**src/hw/ckpre_defines.svh**
```systemverilog
// Offsets, field positions, reset values and counts for the clock prescaler block.
// Assumes byte-wide registers reached over a plain strobe port.
`ifndef CKPRE_DEFINES_SVH
`define CKPRE_DEFINES_SVH

`define CKPRE_ADDR_W            4
`define CKPRE_DATA_W            8
`define CKPRE_OFS_PORT_MODE_2     4'h0
`define CKPRE_OFS_SYS_CTRL_1      4'h1
`define CKPRE_OFS_TIMER_A_MODE    4'h2
`define CKPRE_SRC_SEL_BIT         7
`define CKPRE_WAIT_SEL_LSB        4
`define CKPRE_WAIT_SEL_MSB        6
`define CKPRE_TA_CLR_HI_BIT       3
`define CKPRE_TA_CLR_LO_BIT       2
`define CKPRE_PORT_MODE_2_RESET   8'h00
`define CKPRE_SYS_CTRL_1_RESET    8'h00
`define CKPRE_TIMER_A_MODE_RESET  8'h00
`define CKPRE_SYS_W             13
`define CKPRE_SUB_W             5
`define CKPRE_WATCH_DIV_W       2
`define CKPRE_MED_DIV_W         7
`define CKPRE_WAIT_W            18
`define CKPRE_WAIT_MIN          8
`define CKPRE_WAIT_SHORT        16
`define CKPRE_WAIT_LONGEST      131072

`endif

```
**src/hw/ckpre_pkg.sv**
```systemverilog
// Types shared by the clock prescaler block.
// Assumes ckpre_defines.svh supplies the widths.
`include "ckpre_defines.svh"

package ckpre_pkg;

  typedef enum logic [2:0] {
    CKPRE_ACTIVE_HIGH = 3'b000,
    CKPRE_ACTIVE_MED  = 3'b001,
    CKPRE_SLEEP_HIGH  = 3'b010,
    CKPRE_SLEEP_MED   = 3'b011,
    CKPRE_SUBACTIVE   = 3'b100,
    CKPRE_SUBSLEEP    = 3'b101,
    CKPRE_WATCH       = 3'b110,
    CKPRE_STANDBY     = 3'b111
  } ckpre_mode_t;

  typedef struct packed {
    logic [`CKPRE_ADDR_W-1:0] addr;
    logic [`CKPRE_DATA_W-1:0] wdata;
    logic                     wr;
    logic                     rd;
  } ckpre_bus_req_t;

endpackage

```
**src/hw/ckpre_counter.sv**
```systemverilog
// Clearable up-counter used for both prescalers.
// Assumes clear and advance are synchronous to clk; clear beats advance.
`timescale 1ns/10ps

module ckpre_counter #(
  parameter int W = 13
) (
  input  wire logic         clk,
  input  wire logic         sys_rst,
  input  wire logic         clear,
  input  wire logic         advance,
  output logic [W-1:0]      count
);

  logic [W-1:0] count_reg;
  logic [W-1:0] count_next;

  always_comb begin
    count_next = count_reg;
    if (clear) begin
      count_next = '0;
    end else if (advance) begin
      count_next = count_reg + W'(1);
    end
  end

  always_ff @(posedge clk or posedge sys_rst) begin
    if (sys_rst) begin
      count_reg <= '0;
    end else begin
      count_reg <= count_next;
    end
  end

  assign count = count_reg;

endmodule

```
**src/hw/ckpre_top.sv**
```systemverilog
// System and subclock prescalers, subclock source select and wake wait counter.
// Assumes clk is the oscillator clock, mode comes from the power-mode controller,
// and the subclock pins are already synchronous to clk.
//
// The strobed register port and the register addresses are this design's own decisions.
`timescale 1ns/10ps
`include "ckpre_defines.svh"

////////////////////////////////////////////////////////////////////////////////
// Contract
// - System prescaler is a 13-bit counter, one step per system clock period.
// - Reset clears the system prescaler; counting starts at reset release.
// - Standby, watch, subactive, subsleep stop the system prescaler and zero it.
// - Software can neither read nor write the system prescaler.
// - All peripherals share the system prescaler taps, each choosing its own.
// - Medium-speed mode feeds the prescaler oscillator clock over 16, 32, 64 or 128.
// - Subclock prescaler is 5 bits, fed by the watch clock divided by four.
// - Reset clears the subclock prescaler; counting starts at reset release.
// - Subclock prescaler keeps counting in low-power modes while subclock runs.
// - Writing ones to both timer A clear bits zeroes the subclock prescaler.
// - Subclock prescaler taps go to timer A as its timekeeping base.
// - Port mode register 2 bit 7 picks resonator (0) or external clock (1).
// - External source ignores the resonator and takes the shared port pin.
// - Standby wait select sits in bits 6 to 4 of system control register 1.
// - Wake wait spans at least 8 and at most 131,072 states.
// - Leaving halt restarts the oscillator; CPU resumes after the wait.
module ckpre_top #(
  parameter int WAIT_LONGEST = `CKPRE_WAIT_LONGEST
) (
  input  wire logic                        clk,
  input  wire logic                        sys_rst,
  input  wire ckpre_pkg::ckpre_bus_req_t   bus_req,
  output logic [`CKPRE_DATA_W-1:0]         bus_rdata,
  input  wire ckpre_pkg::ckpre_mode_t      power_mode,
  input  wire logic [1:0]                  med_div_sel,
  input  wire logic                        subclock_resonator_input,
  input  wire logic                        subclock_external_input,
  output logic [`CKPRE_SYS_W-1:0]          system_prescaler_taps,
  output logic [`CKPRE_SUB_W-1:0]          subclock_prescaler_taps,
  output logic                             shared_port_pin_usable,
  output logic                             cpu_clock_run,
  output logic                             wake_wait_busy
);

  //////////////////////////////////////////////////////////////////////////////
  // Power-mode decoding and the wake wait length table

  function automatic logic mode_halted(input ckpre_pkg::ckpre_mode_t m);
    mode_halted = (m == ckpre_pkg::CKPRE_STANDBY) || (m == ckpre_pkg::CKPRE_WATCH) ||
                  (m == ckpre_pkg::CKPRE_SUBACTIVE) || (m == ckpre_pkg::CKPRE_SUBSLEEP);
  endfunction

  function automatic logic mode_medium(input ckpre_pkg::ckpre_mode_t m);
    mode_medium = (m == ckpre_pkg::CKPRE_ACTIVE_MED) || (m == ckpre_pkg::CKPRE_SLEEP_MED);
  endfunction

  // Longer settings derive from the longest so a simulation can shrink them all.
  function automatic logic [`CKPRE_WAIT_W-1:0] wait_len(input logic [2:0] sel);
    unique case (sel)
      3'h0: wait_len = `CKPRE_WAIT_W'(WAIT_LONGEST >> 4);
      3'h1: wait_len = `CKPRE_WAIT_W'(WAIT_LONGEST >> 3);
      3'h2: wait_len = `CKPRE_WAIT_W'(WAIT_LONGEST >> 2);
      3'h3: wait_len = `CKPRE_WAIT_W'(WAIT_LONGEST >> 1);
      3'h4: wait_len = `CKPRE_WAIT_W'(WAIT_LONGEST);
      3'h5: wait_len = `CKPRE_WAIT_W'(`CKPRE_WAIT_SHORT);
      3'h6: wait_len = `CKPRE_WAIT_W'(`CKPRE_WAIT_MIN);
      3'h7: wait_len = `CKPRE_WAIT_W'(`CKPRE_WAIT_MIN);
    endcase
  endfunction

  //////////////////////////////////////////////////////////////////////////////
  // Register file

  logic [`CKPRE_DATA_W-1:0] port_mode_2_reg,  port_mode_2_next;
  logic [`CKPRE_DATA_W-1:0] sys_ctrl_1_reg,   sys_ctrl_1_next;
  logic [`CKPRE_DATA_W-1:0] timer_a_mode_reg, timer_a_mode_next;
  logic [`CKPRE_DATA_W-1:0] rdata_reg,        rdata_next;
  logic                     sub_clear;
  logic                     subclock_source_select;
  logic [2:0]               standby_wait_select;

  always_comb begin
    port_mode_2_next  = port_mode_2_reg;
    sys_ctrl_1_next   = sys_ctrl_1_reg;
    timer_a_mode_next = timer_a_mode_reg;
    rdata_next        = '0;
    sub_clear         = 1'b0;
    if (bus_req.wr) begin
      unique case (bus_req.addr)
        `CKPRE_OFS_PORT_MODE_2: port_mode_2_next = bus_req.wdata & 8'h80;
        `CKPRE_OFS_SYS_CTRL_1:  sys_ctrl_1_next  = bus_req.wdata & 8'h70;
        `CKPRE_OFS_TIMER_A_MODE: begin
          timer_a_mode_next = bus_req.wdata & 8'h0f;
          sub_clear = bus_req.wdata[`CKPRE_TA_CLR_HI_BIT] & bus_req.wdata[`CKPRE_TA_CLR_LO_BIT];
        end
        default: ;
      endcase
    end
    // No address reaches the system prescaler count
    if (bus_req.rd) begin
      unique case (bus_req.addr)
        `CKPRE_OFS_PORT_MODE_2:  rdata_next = port_mode_2_reg;
        `CKPRE_OFS_SYS_CTRL_1:   rdata_next = sys_ctrl_1_reg;
        `CKPRE_OFS_TIMER_A_MODE: rdata_next = timer_a_mode_reg;
        default:                 rdata_next = '0;
      endcase
    end
  end

  always_ff @(posedge clk or posedge sys_rst) begin
    if (sys_rst) begin
      port_mode_2_reg  <= `CKPRE_PORT_MODE_2_RESET;
      sys_ctrl_1_reg   <= `CKPRE_SYS_CTRL_1_RESET;
      timer_a_mode_reg <= `CKPRE_TIMER_A_MODE_RESET;
      rdata_reg        <= 8'h00;
    end else begin
      port_mode_2_reg  <= port_mode_2_next;
      sys_ctrl_1_reg   <= sys_ctrl_1_next;
      timer_a_mode_reg <= timer_a_mode_next;
      rdata_reg        <= rdata_next;
    end
  end

  assign bus_rdata              = rdata_reg;
  assign subclock_source_select = port_mode_2_reg[`CKPRE_SRC_SEL_BIT];
  assign standby_wait_select    = sys_ctrl_1_reg[`CKPRE_WAIT_SEL_MSB:`CKPRE_WAIT_SEL_LSB];

  //////////////////////////////////////////////////////////////////////////////
  // Wake wait

  logic                     halted;
  logic                     halted_reg,    halted_next;
  logic                     wait_busy_reg, wait_busy_next;
  logic [`CKPRE_WAIT_W-1:0] wait_cnt_reg,  wait_cnt_next;

  assign halted = mode_halted(power_mode);

  always_comb begin
    halted_next    = halted;
    wait_busy_next = wait_busy_reg;
    wait_cnt_next  = wait_cnt_reg;
    if (halted) begin
      wait_busy_next = 1'b0;
      wait_cnt_next  = '0;
    end else if (halted_reg) begin
      wait_busy_next = 1'b1;
      wait_cnt_next  = wait_len(standby_wait_select) - `CKPRE_WAIT_W'(1);
    end else if (wait_busy_reg) begin
      if (wait_cnt_reg == '0) begin
        wait_busy_next = 1'b0;
      end else begin
        wait_cnt_next = wait_cnt_reg - `CKPRE_WAIT_W'(1);
      end
    end
  end

  always_ff @(posedge clk or posedge sys_rst) begin
    if (sys_rst) begin
      halted_reg    <= 1'b0;
      wait_busy_reg <= 1'b0;
      wait_cnt_reg  <= '0;
    end else begin
      halted_reg    <= halted_next;
      wait_busy_reg <= wait_busy_next;
      wait_cnt_reg  <= wait_cnt_next;
    end
  end

  // Clocks stay gated from the halt until the wait has fully run out
  assign cpu_clock_run  = !halted && !halted_reg && !wait_busy_reg;
  assign wake_wait_busy = wait_busy_reg;

  //////////////////////////////////////////////////////////////////////////////
  // System prescaler

  logic [`CKPRE_MED_DIV_W-1:0] med_cnt_reg, med_cnt_next;
  logic                        sys_tick;
  logic                        sys_clear;
  logic [`CKPRE_MED_DIV_W-1:0] med_mask;

  always_comb begin
    unique case (med_div_sel)
      2'h0: med_mask = 7'h0f;
      2'h1: med_mask = 7'h1f;
      2'h2: med_mask = 7'h3f;
      2'h3: med_mask = 7'h7f;
    endcase
    med_cnt_next = halted ? '0 : med_cnt_reg + 7'h01;
    sys_tick     = 1'b1;
    if (mode_medium(power_mode)) begin
      sys_tick = ((med_cnt_reg & med_mask) == med_mask);
    end
    sys_clear = halted || halted_reg || wait_busy_reg;
  end

  always_ff @(posedge clk or posedge sys_rst) begin
    if (sys_rst) begin
      med_cnt_reg <= '0;
    end else begin
      med_cnt_reg <= med_cnt_next;
    end
  end

  // Reset and halt both zero it; one tap bus serves every peripheral
  ckpre_counter #(.W(`CKPRE_SYS_W)) u_system_prescaler (
    .clk     (clk),
    .sys_rst (sys_rst),
    .clear   (sys_clear),
    .advance (sys_tick),
    .count   (system_prescaler_taps)
  );

  //////////////////////////////////////////////////////////////////////////////
  // Subclock source and prescaler

  logic                          sub_level;
  logic                          sub_level_reg, sub_level_next;
  logic [`CKPRE_WATCH_DIV_W-1:0] wdiv_reg,      wdiv_next;
  logic                          sub_tick;

  // Resonator input is ignored entirely once external source is picked
  assign sub_level              = subclock_source_select ? subclock_external_input
                                                         : subclock_resonator_input;
  assign shared_port_pin_usable = !subclock_source_select;

  always_comb begin
    sub_level_next = sub_level;
    wdiv_next      = wdiv_reg;
    sub_tick       = 1'b0;
    if (sub_clear) begin
      wdiv_next = '0;
    end else if (sub_level && !sub_level_reg) begin
      wdiv_next = wdiv_reg + 2'h1;
      sub_tick  = (wdiv_reg == 2'h3);
    end
  end

  always_ff @(posedge clk or posedge sys_rst) begin
    if (sys_rst) begin
      sub_level_reg <= 1'b0;
      wdiv_reg      <= '0;
    end else begin
      sub_level_reg <= sub_level_next;
      wdiv_reg      <= wdiv_next;
    end
  end

  // Power mode plays no part here, so it runs on through every low-power mode
  ckpre_counter #(.W(`CKPRE_SUB_W)) u_subclock_prescaler (
    .clk     (clk),
    .sys_rst (sys_rst),
    .clear   (sub_clear),
    .advance (sub_tick),
    .count   (subclock_prescaler_taps)
  );
endmodule

```
**config.mk**
```make
export PLATFORM = sky130hd
export DESIGN_NAME = ckpre_top
export DESIGN_NICKNAME = d
export VERILOG_FILES = /design/src/hw/ckpre_pkg.sv /design/src/hw/ckpre_counter.sv /design/src/hw/ckpre_top.sv
export VERILOG_INCLUDE_DIRS = /design/src /design/src/hw
export SDC_FILE = /design/constraint.sdc
export NUM_CORES = 1
export LEC_CHECK = 0
export BUFFER_PORTS_ARGS = -buffer_cell sky130_fd_sc_hd__clkbuf_2
export CORE_MARGIN = 5
export CORE_UTILIZATION = 51
export CTS_CLUSTER_DIAMETER = 100
export DETAILED_ROUTE_END_ITERATION = 7
export MAX_ROUTING_LAYER = met4
export PLACE_DENSITY = 0.76
export SETUP_SLACK_MARGIN = 0.02
export SLEW_MARGIN = 20
export SYNTH_ARGS = -nofsm -noshare
export SYNTH_HDL_FRONTEND = slang
export SYNTH_SLANG_ARGS = --single-unit
```
**constraint.sdc**
```tcl
create_clock -name clk -period 1.86 [get_ports clk]
set_input_delay 0.186 -clock clk [delete_from_list [all_inputs] [get_ports clk]]
set_output_delay 0.186 -clock clk [all_outputs]
set_load 0.005 [all_outputs]
```
==> results of run 1 <==
[cells in the final DEF (no fill, tap or decap), types with 9 or more instances in the layout]
cell type / Yosys / final
dfrtp_1: 64 / 64
clkbuf_2: 0 / 50
nor2_1: 34 / 34
a21oi_1: 38 / 33
buf_4: 1 / 33
o21ai_0: 27 / 23
nand2_1: 23 / 23
or3_1: 11 / 10
and2_1: 10 / 10
clkbuf_8: 0 / 10
nand3_1: 10 / 9
mux2_2: 9 / 9
[layout make-up]
type | count | area (um^2)
Inverter | 11 | 41.3
Clock inverter | 6 | 114
Timing Repair Buffer | 91 | 596
Clock buffer | 10 | 138
Tap cell | 77 | 96.3
Fill cell | 483 | 2050
Multi-Input combinational cell | 257 | 1710
Sequential cell | 64 | 1600
[layer usage]
| metal | vias up | global-route usage (%) | part of all wire [%] |
|---|---|---|---|
| met4 | 0 | 5.71 | 1.1 |
| li1 | 1434 | - | - |
| met1 | 1423 | 24.1 | 43 |
| met3 | 11 | 4.67 | 4.1 |
| met2 | 70 | 34.2 | 52 |
| met5 | - | - | 0 |
[path summary, 6_finish.rpt]
kind | startpoint | slack, ps | to
max | wait_cnt_reg[1]$_DFFE_PP0P_ | 70 | wait_cnt_reg[17]$_DFFE_PP0P_
min | bus_req[7] | 80 | sys_ctrl_1_reg[5]$_DFFE_PP0P_
max reg2reg | wait_cnt_reg[1]$_DFFE_PP0P_ | 70 | wait_cnt_reg[17]$_DFFE_PP0P_
min reg2reg | timer_a_mode_reg[2]$_DFFE_PP0P_ | 480 | bus_rdata[2]$_DFF_PP0_
max in group asynchronous | sys_rst | 1150 | wait_cnt_reg[15]$_DFFE_PP0P_
min in group asynchronous | sys_rst | 430 | u_system_prescaler.count[8]$_DFFE_PP0P_
[cells in the mapped netlist (all sizes together), types with 3 or more instances]
cell type / count
dfrtp: 64
a21oi: 38
nor2: 34
o21ai: 27
nand2: 24
clkbuf: 14
and2: 11
inv: 11
or3: 11
nand3: 10
mux2: 9
nand4: 8
ha: 7
nor3: 7
o31ai: 6
xnor2: 6
xor2: 6
nor3b: 5
buf: 4
nand2b: 4
nor4: 4
a31oi: 3
and3: 3
nand4b: 3
o41ai: 3
or4: 3
[stage by stage]
step	setup WS [ps]	instance area, um^2	util [%]
3_3_place_gp	74.5	3880	61.1
4_1_cts	24.3	4160	65.6
2_1_floorplan	26.6	3330	-
6_report	66.8	4300	67.7
5_1_grt	-33.5	4300	67.7
3_5_place_dp	14.8	3880	61.1
[logic make-up after synthesis]
family	share of synthesized area, %
AND/OR/NAND/NOR	21.8
adder cells (fa/ha/maj)	2.63
AO/OA/AOI/OAI	17.0
flip-flops	48.1
buffers and inverters	3.65
XOR/XNOR	3.16
multiplexers	3.65
[critical path, cell delays in order (launching register included)]
cell	delay, ps
dfrtp_1	390
buf_4	150
nor4_4	380
nand2_1	210
o31a_1	300
o21ai_0	150
a21oi_1	90
[where the power goes]
| group | internal [mW] | switching, mW |
|---|---|---|
| clock network | 0.931 | 0.563 |
| registers | 1.54 | 0.142 |
| logic | 0.444 | 0.464 |
| total | 2.92 | 1.17 |
[what timing repair did]
action	in CTS	in global routing
pin swaps	3	16
endpoints found under the setup margin	5	27
hold buffers	1	0
setup buffers	0	4
hold endpoints to repair	64	0
resized for setup	6	30
==> results_dict.tcl, run 1 <==
set metrics [dict create \
    outcome "finished clean" \
    clockBufferDepth 2 \
    max_slew_margin_pct 67.9 \
    async_reset_ff_share_pct 100 \
    max_freq_mhz 558 \
    cts.sinks 64 \
    place_inst 495 \
    syn2layout_area_growth_pct 29.2 \
    grt_pass1_wl_mm 13.5 \
    grt_usage_pct 20.2 \
    startpoint_type "register" \
    ys_types 50 \
    clk_latency_ps 340 \
    syn_nets 380 \
    clk_pin_slew_ps 80 \
    dieArea_um2 8240 \
    synth_edf_count 0 \
    cp.arrival_ps 2010 \
    grt_pass1_vias 2987 \
    critical_path_required_ps 2080 \
    p_leak_nw 1.95 \
    cp_max_fo 5 \
    layout.nets 464 \
    avgSynthCellArea_um2 9.51 \
    die_y_um 90.8 \
    rr_worst_depth 6 \
    cts_tree "done" \
    vias 2938 \
    routed_wl_mm 7.82 \
    power.density_nw_per_um2 951 \
    htree_num_levels 3 \
    ys_warn_count 0 \
    via_per_inst 5.69 \
    synth_seq_cells 64 \
    synth_cells 350 \
    ios 52 \
    die_x_um 90.8 \
    synth_seq_area_share_pct 48.1 \
    finalSetupViolCount 0 \
    grt-ovfl-total 0 \
    path_class "reg2reg" \
    grt_start_max_net_pins 65 \
    fin_crit_sh_pct 96.4 \
    post_drt_wl_per_cell_um 15.2 \
    num_antenna_cells 0 \
    p_total_mw 4.09 \
    rsz0062_at_grt "true" \
    port_buffers 50 \
    finalMaxSlewViolations 0 \
    hold_ws_ps 78.0 \
    drive_above_1_share_pct 32.8 \
    ir_worst_vdd_mv 0.772 \
    finalNonFillerCells 516 \
    setup_tns_ps 0 \
    rows 29 \
    worstMarginPinSlew_ps 480 \
    synth_top_flop_cell "dfrtp_1" \
    ant_nets 0 \
    grt_antenna_before_repair 0 \
    yosysTopAreaCellShare_pct 48.1 \
    drt_iter0_drc 150 \
    synth.top_cells.by_area "dfrtp_1 (48%), a21oi_1 (5.7%), o21ai_0 (4.1%), nor2_1 (3.8%), mux2_2 (3.0%)" \
    coreArea_um2 6350 \
    drv_cap 0 \
    largest_reg_flops 18 \
    gp_congestion 0.876 \
    root_buffer "clkbuf_8" \
    synth_top_cell_by_area "dfrtp_1" \
    layout_min_cycle_time_ps 1790 \
    hold_path_depth 2 \
    numCtsBuffers 9 \
    syn_area_um2 3330 \
    hold_class "in2reg" \
    drc 0 \
    end_kind "register" \
    hpwl_mm 5.37 \
    clock_skew_ps 7.10 \
    hold_violations 0 \
    start_util_pct 52.4 \
    dr.pass1.iters 4 \
]
No activity file was read; power rests on OpenSTA's default activity.
==> run 2, diff against run 1 <==
Settings changed: CELL_PAD_IN_SITES_DETAIL_PLACEMENT set to 1, CELL_PAD_IN_SITES_GLOBAL_PLACEMENT set to 1, CORE_UTILIZATION 51 to 41, CTS_BUF_LIST set to sky130_fd_sc_hd__clkbuf_8, PLACE_DENSITY 0.76 to unset, PLACE_DENSITY_LB_ADDON set to 0.1.
==> run 2 against run 1 <==
  * Cell count up 6.4%
  * Core utilization decreased by 11 points
  * Global-route usage shrank 0.11 points
  * Sequential cell count is the same
  * Fmax fell by 1.0%
  * Non-clock buffer count increased by 8
  * Cell area grew 3.5%
  * Count of clock-buffer cells in the layout unchanged
  * Die area increased by 22%
  * Critical path type unchanged
==> results_dict.tcl, run 2 (synthesized netlist as in run 1, its figures left out) <==
set metrics [dict create \
    post_drt_wl_per_cell_um 17.1 \
    cp_max_fo 5 \
    dieArea_um2 10000 \
    die_x_um 100 \
    rsz0062_at_grt "true" \
    finalMaxSlewViolations 0 \
    die_y_um 100 \
    r2r-end "wait_cnt_reg[14]$_DFFE_PP0P_" \
    power.density_nw_per_um2 922 \
    cp-startpoint "wait_cnt_reg[0]$_DFFE_PP0P_" \
    num_antenna_cells 0 \
    clockBufferDepth 2 \
    drc 0 \
    drv_cap 0 \
    cp.arrival_ps 2050 \
    outcome "finished clean" \
    cts.sinks 64 \
    ios 52 \
    via_per_inst 5.48 \
    finalNonFillerCells 549 \
    layout_min_cycle_time_ps 1810 \
    ir_worst_vdd_mv 0.446 \
    final_core_util_pct 57.0 \
    grt-ovfl-total 0 \
    syn2layout_area_growth_pct 33.7 \
    max_freq_mhz 552 \
    drt_iter0_drc 91 \
    ant_nets 0 \
    use_met1_pct 25.3 \
    max_slew_margin_pct 68.8 \
    grt_pass1_vias 3212 \
    worstMarginPinSlew_ps 467 \
    final_common_cell "dfrtp_1" \
    cts_tree "done" \
    fillerInstances 899 \
    root_buffer "clkbuf_8" \
    p_leak_nw 2.00 \
    layout.area.seq_um2 1600 \
    routed_wl_mm 9.40 \
    fin_crit_sh_pct 97.4 \
    grt_start_max_net_pins 51 \
    dr.pass1.iters 4 \
    layout.nets 472 \
    startpoint_type "register" \
    path_class "reg2reg" \
    gp_congestion 0.829 \
    drive_above_1_share_pct 36.0 \
    mostFrequentLayoutCells "dfrtp_1 (64), clkbuf_2 (50), buf_4 (41), nor2_1 (34), a21oi_1 (32)" \
    htree_num_levels 3 \
    grt_pass1_wl_mm 15.9 \
    port_buffers 50 \
    clk_pin_slew_ps 80 \
    critical_path_required_ps 2100 \
    reg2reg_from "wait_cnt_reg[0]$_DFFE_PP0P_" \
    grt_antenna_before_repair 0 \
    met3_usage_pct 4.52 \
    finalSetupViolCount 0 \
    clock_skew_ps 12.9 \
    reg2reg_slack_ps 50 \
    rows 32 \
    rr_worst_depth 9 \
    vias 3009 \
    clk_latency_ps 350 \
    multi_input_area_um2 1780 \
    place_inst 523 \
    met2_usage_pct 33.4 \
    gr-max-usage-layer "met2" \
    cp-endpoint "wait_cnt_reg[14]$_DFFE_PP0P_" \
    end_kind "register" \
    hold_violations 0 \
    largest_reg_flops 18 \
    hold_class "in2reg" \
    grt_usage_pct 20.1 \
    hpwl_mm 6.32 \
    numCtsBuffers 9 \
    coreArea_um2 7810 \
    start_util_pct 42.6 \
]
## run 2: cell count changes in the layout (fill, tap and decap cells not counted), moves of 2 or more
cell / delta
o21ai_1: +7
o21ai_0: -8
buf_4: +8
clkinv_4: +2
## run 2: final cells by class
cell class / count / area share (%)
clock buffer: 10 / 3.10
clock inverter: 6 / 2.08
inverter: 11 / 0.929
multi-input combinational: 257 / 40.1
sequential: 64 / 36.0
tap: 102 / 2.87
timing repair buffer: 99 / 14.9
## run 2: worst max-delay path, stage by stage (launching register included)
cell,delay [ps]
dfrtp_1,400
inv_2,80
ha_4,120
nor3b_4,180
nand4_1,170
buf_4,190
o22ai_4,170
buf_6,160
a21oi_1,40
o21ba_2,190
## run 2: repair_timing
| item | in CTS | in global routing |
|---|---|---|
| endpoints found under the setup margin | 26 | 27 |
| gates cloned | 1 | 0 |
| hold buffers | 1 | 0 |
| resized for setup | 12 | 48 |
| pin swaps | 6 | 29 |
| endpoints found under the hold margin | 14 | 0 |
| buffers inserted | 2 | 6 |
## run 2: worst min-delay path by stage
stage                     start  slack (ps)                                   endpoint  depth (start not counted)
floorplan           bus_req[10]         260                     bus_rdata[7]$_DFF_PP0_                          1
global placement        sys_rst         170  u_subclock_prescaler.count[4]$_DFFE_PP0P_                          2
detailed placement      sys_rst         170  u_subclock_prescaler.count[4]$_DFFE_PP0P_                          2
CTS                  bus_req[9]          50             port_mode_2_reg[7]$_DFFE_PP0P_                          2
global route         bus_req[2]          50            timer_a_mode_reg[0]$_DFFE_PP0P_                          2
finish               bus_req[9]          70             port_mode_2_reg[7]$_DFFE_PP0P_                          2
## run 2: per-layer routing
| metal | share of wire (%) | vias to the layer above |
|---|---|---|
| met5 | 0 | - |
| met1 | 44 | 1485 |
| met3 | 3.9 | 13 |
| met2 | 51 | 62 |
| met4 | 0.95 | 0 |
| li1 | - | 1449 |
## run 2: report_power, final
group          internal, mW  switching [mW]  total, mW  leakage, nW
registers              1.54           0.151       1.69        0.848
clock network         0.795           0.585       1.38        0.109
logic                 0.497           0.528       1.03         1.04
total                  2.83            1.26       4.10         2.00
## run 2: stage by stage
step	instance area, um^2	hold WS [ps]	setup TNS [ps]	power (mW)	setup slack [ps]
after floorplan	3330	257	0	2.25	26.6
after global placement	3950	166	-32.1	2.57	-32.1
after detailed placement	3950	170	-723	2.62	-94.9
after CTS	4250	50.2	0	4.06	7.67
after global routing	4450	51.2	-404	4.34	-71.0
final	4450	68.5	0	4.10	47.9
==> run 3, diff against run 2 <==
Settings changed: CORE_UTILIZATION 41 to 39, CTS_BUF_LIST sky130_fd_sc_hd__clkbuf_8 to sky130_fd_sc_hd__clkbuf_16.
==> run 3 against run 2 <==
  * The flow now finishes with violations (negative setup slack)
  * First-iteration DRC count up 9.9%
  * Routed wire length up 0.54%
  * Via count up 0.40%
  * Critical path type unchanged
  * Highest routed layer unchanged
==> results_dict.tcl, run 3 (synthesized netlist as in run 1, its figures left out) <==
set metrics [dict create \
    startpoint_type "register" \
    post_dp_cell_area_um2 3930 \
    fin_crit_sh_pct 100 \
    numCtsBuffers 9 \
    critical_path_required_ps 2110 \
    mostFrequentLayoutCells "dfrtp_1 (63), clkbuf_2 (50), buf_4 (40), nor2_1 (34), a21oi_1 (34)" \
    finalMaxSlewViolations 0 \
    grt_start_max_net_pins 46 \
    slowest_delay_ps 390 \
    hold-path-endpoint "bus_rdata[7]$_DFF_PP0_" \
    dieArea_um2 10500 \
    cp_max_fo 6 \
    max_freq_mhz 538 \
    ios 52 \
    clk_pin_slew_ps 60 \
    via_per_inst 5.48 \
    hold_path_depth 2 \
    clockBufferDepth 2 \
    fin_ws_ps -0.437 \
    worstMarginPinSlew_ps 510 \
    rsz0062_at_grt "true" \
    pre_cts_ws_ps -63.4 \
    path_class "reg2reg" \
    end_kind "register" \
    vias 3021 \
    largest_reg_flops 18 \
    rr_worst_depth 9 \
    root_buffer "clkbuf_16" \
    grt_usage_pct 19.9 \
    grt-ovfl-total 0 \
    drv_cap 0 \
    drive_above_1_share_pct 35.2 \
    ant_nets 0 \
    coreArea_um2 8260 \
    die_x_um 102 \
    start_util_pct 40.3 \
    power.density_nw_per_um2 996 \
    routed_wl_mm 9.45 \
    p_total_mw 4.43 \
    hold_violations 0 \
    gp_congestion 0.820 \
    cp.arrival_ps 2110 \
    cp_slowest_cell "dfrtp_1" \
    ir_worst_vdd_mv 0.489 \
    port_buffers 50 \
    grt_pass1_vias 3238 \
    rows 33 \
    grt_pass1_wl_mm 15.8 \
    htree_num_levels 3 \
    critPathBufInv 3 \
    clk_latency_ps 330 \
    grt_antenna_before_repair 0 \
    outcome "finished, violations left" \
    clock_skew_ps 7.83 \
    syn2layout_area_growth_pct 33.8 \
    p_leak_nw 2.01 \
    r2r-end "wait_cnt_reg[11]$_DFFE_PP0P_" \
    drc 0 \
    final_core_util_pct 53.9 \
    fin_area_um2 4450 \
    reg2reg_slack_ps -0.4 \
    finalSetupViolCount 1 \
    hold_start "bus_req[10]" \
    violations "negative setup slack" \
    cts_tree "done" \
    max_slew_margin_pct 65.8 \
    layout.nets 471 \
    final_common_cell "dfrtp_1" \
    cts.sinks 64 \
    reg2reg_from "wait_cnt_reg[0]$_DFFE_PP0P_" \
    hold_class "in2reg" \
    layout_min_cycle_time_ps 1860 \
    drt_iter0_drc 100 \
    cp-startpoint "wait_cnt_reg[0]$_DFFE_PP0P_" \
    path_cells "inv_2 > ha_4 > nor3b_4 > nand4_1 > buf_4 > o22ai_4 > buf_6 > o21ai_0 > a21oi_1" \
    num_antenna_cells 0 \
    critPathTopFamily "compound AO/OA/AOI/OAI gates" \
    post_drt_wl_per_cell_um 17.2 \
    dr.pass1.iters 4 \
    hpwl_mm 6.38 \
    die_y_um 102 \
]
-- run 3: changes by cell type in the layout (fill, tap and decap cells not counted), sizes merged --
cell      before  now
o31a           2    3
buf           48   46
clkinvlp       2    1
clkbuf        60   59
inv           11   14
bufinv         2    1
-- run 3: stage by stage --
stage / TNS [ps] / cells / hold slack, ps
after CTS: 0 / 547 / 77.3
after global routing: -786 / 551 / 86.1
final: -0.437 / 551 / 84.5
after detailed placement: -454 / 524 / 202
after global placement: -3.71 / 524 / 190
after floorplan: 0 / 350 / 257
-- run 3: final cells by class --
type | count | area (um^2)
multi-input cells | 258 | 1740
flip-flops and latches | 64 | 1600
well taps | 105 | 131
clock inverters | 7 | 77.6
repair buffers | 97 | 637
inverters | 11 | 41.3
clock buffers | 9 | 225
fillers | 949 | 3800
-- run 3: how the worst max path moves through the flow --
stage	cells past startpoint	to
global placement	5	u_system_prescaler.count[7]$_DFFE_PP0P_
floorplan	8	wait_cnt_reg[4]$_DFFE_PP0P_
finish	9	wait_cnt_reg[11]$_DFFE_PP0P_
global route	9	wait_cnt_reg[11]$_DFFE_PP0P_
CTS	9	wait_cnt_reg[0]$_DFFE_PP0P_
detailed placement	9	wait_cnt_reg[14]$_DFFE_PP0P_
-- run 3: what timing repair did --
action | CTS | global route
buffers inserted | 4 | 3
cloned | 2 | 1
resized for setup | 11 | 38
hold buffers | 1 | 0
pin swaps | 4 | 25
hold endpoints to repair | 19 | 0
setup endpoints to repair | 23 | 26
-- run 3: power breakdown --
| part | switching [mW] | leakage (nW) | internal [mW] |
|---|---|---|---|
| clock network | 0.678 | 0.147 | 1.05 |
| registers | 0.153 | 0.846 | 1.54 |
| logic | 0.520 | 1.02 | 0.488 |
-- run 3: layer usage --
metal	vias to the layer above	GRT usage, %	share of wire, %
met5	-	-	0
met4	0	7.16	1.3
met3	10	2.87	3.1
met2	56	33.4	51
met1	1501	24.3	45
li1	1454	-	-
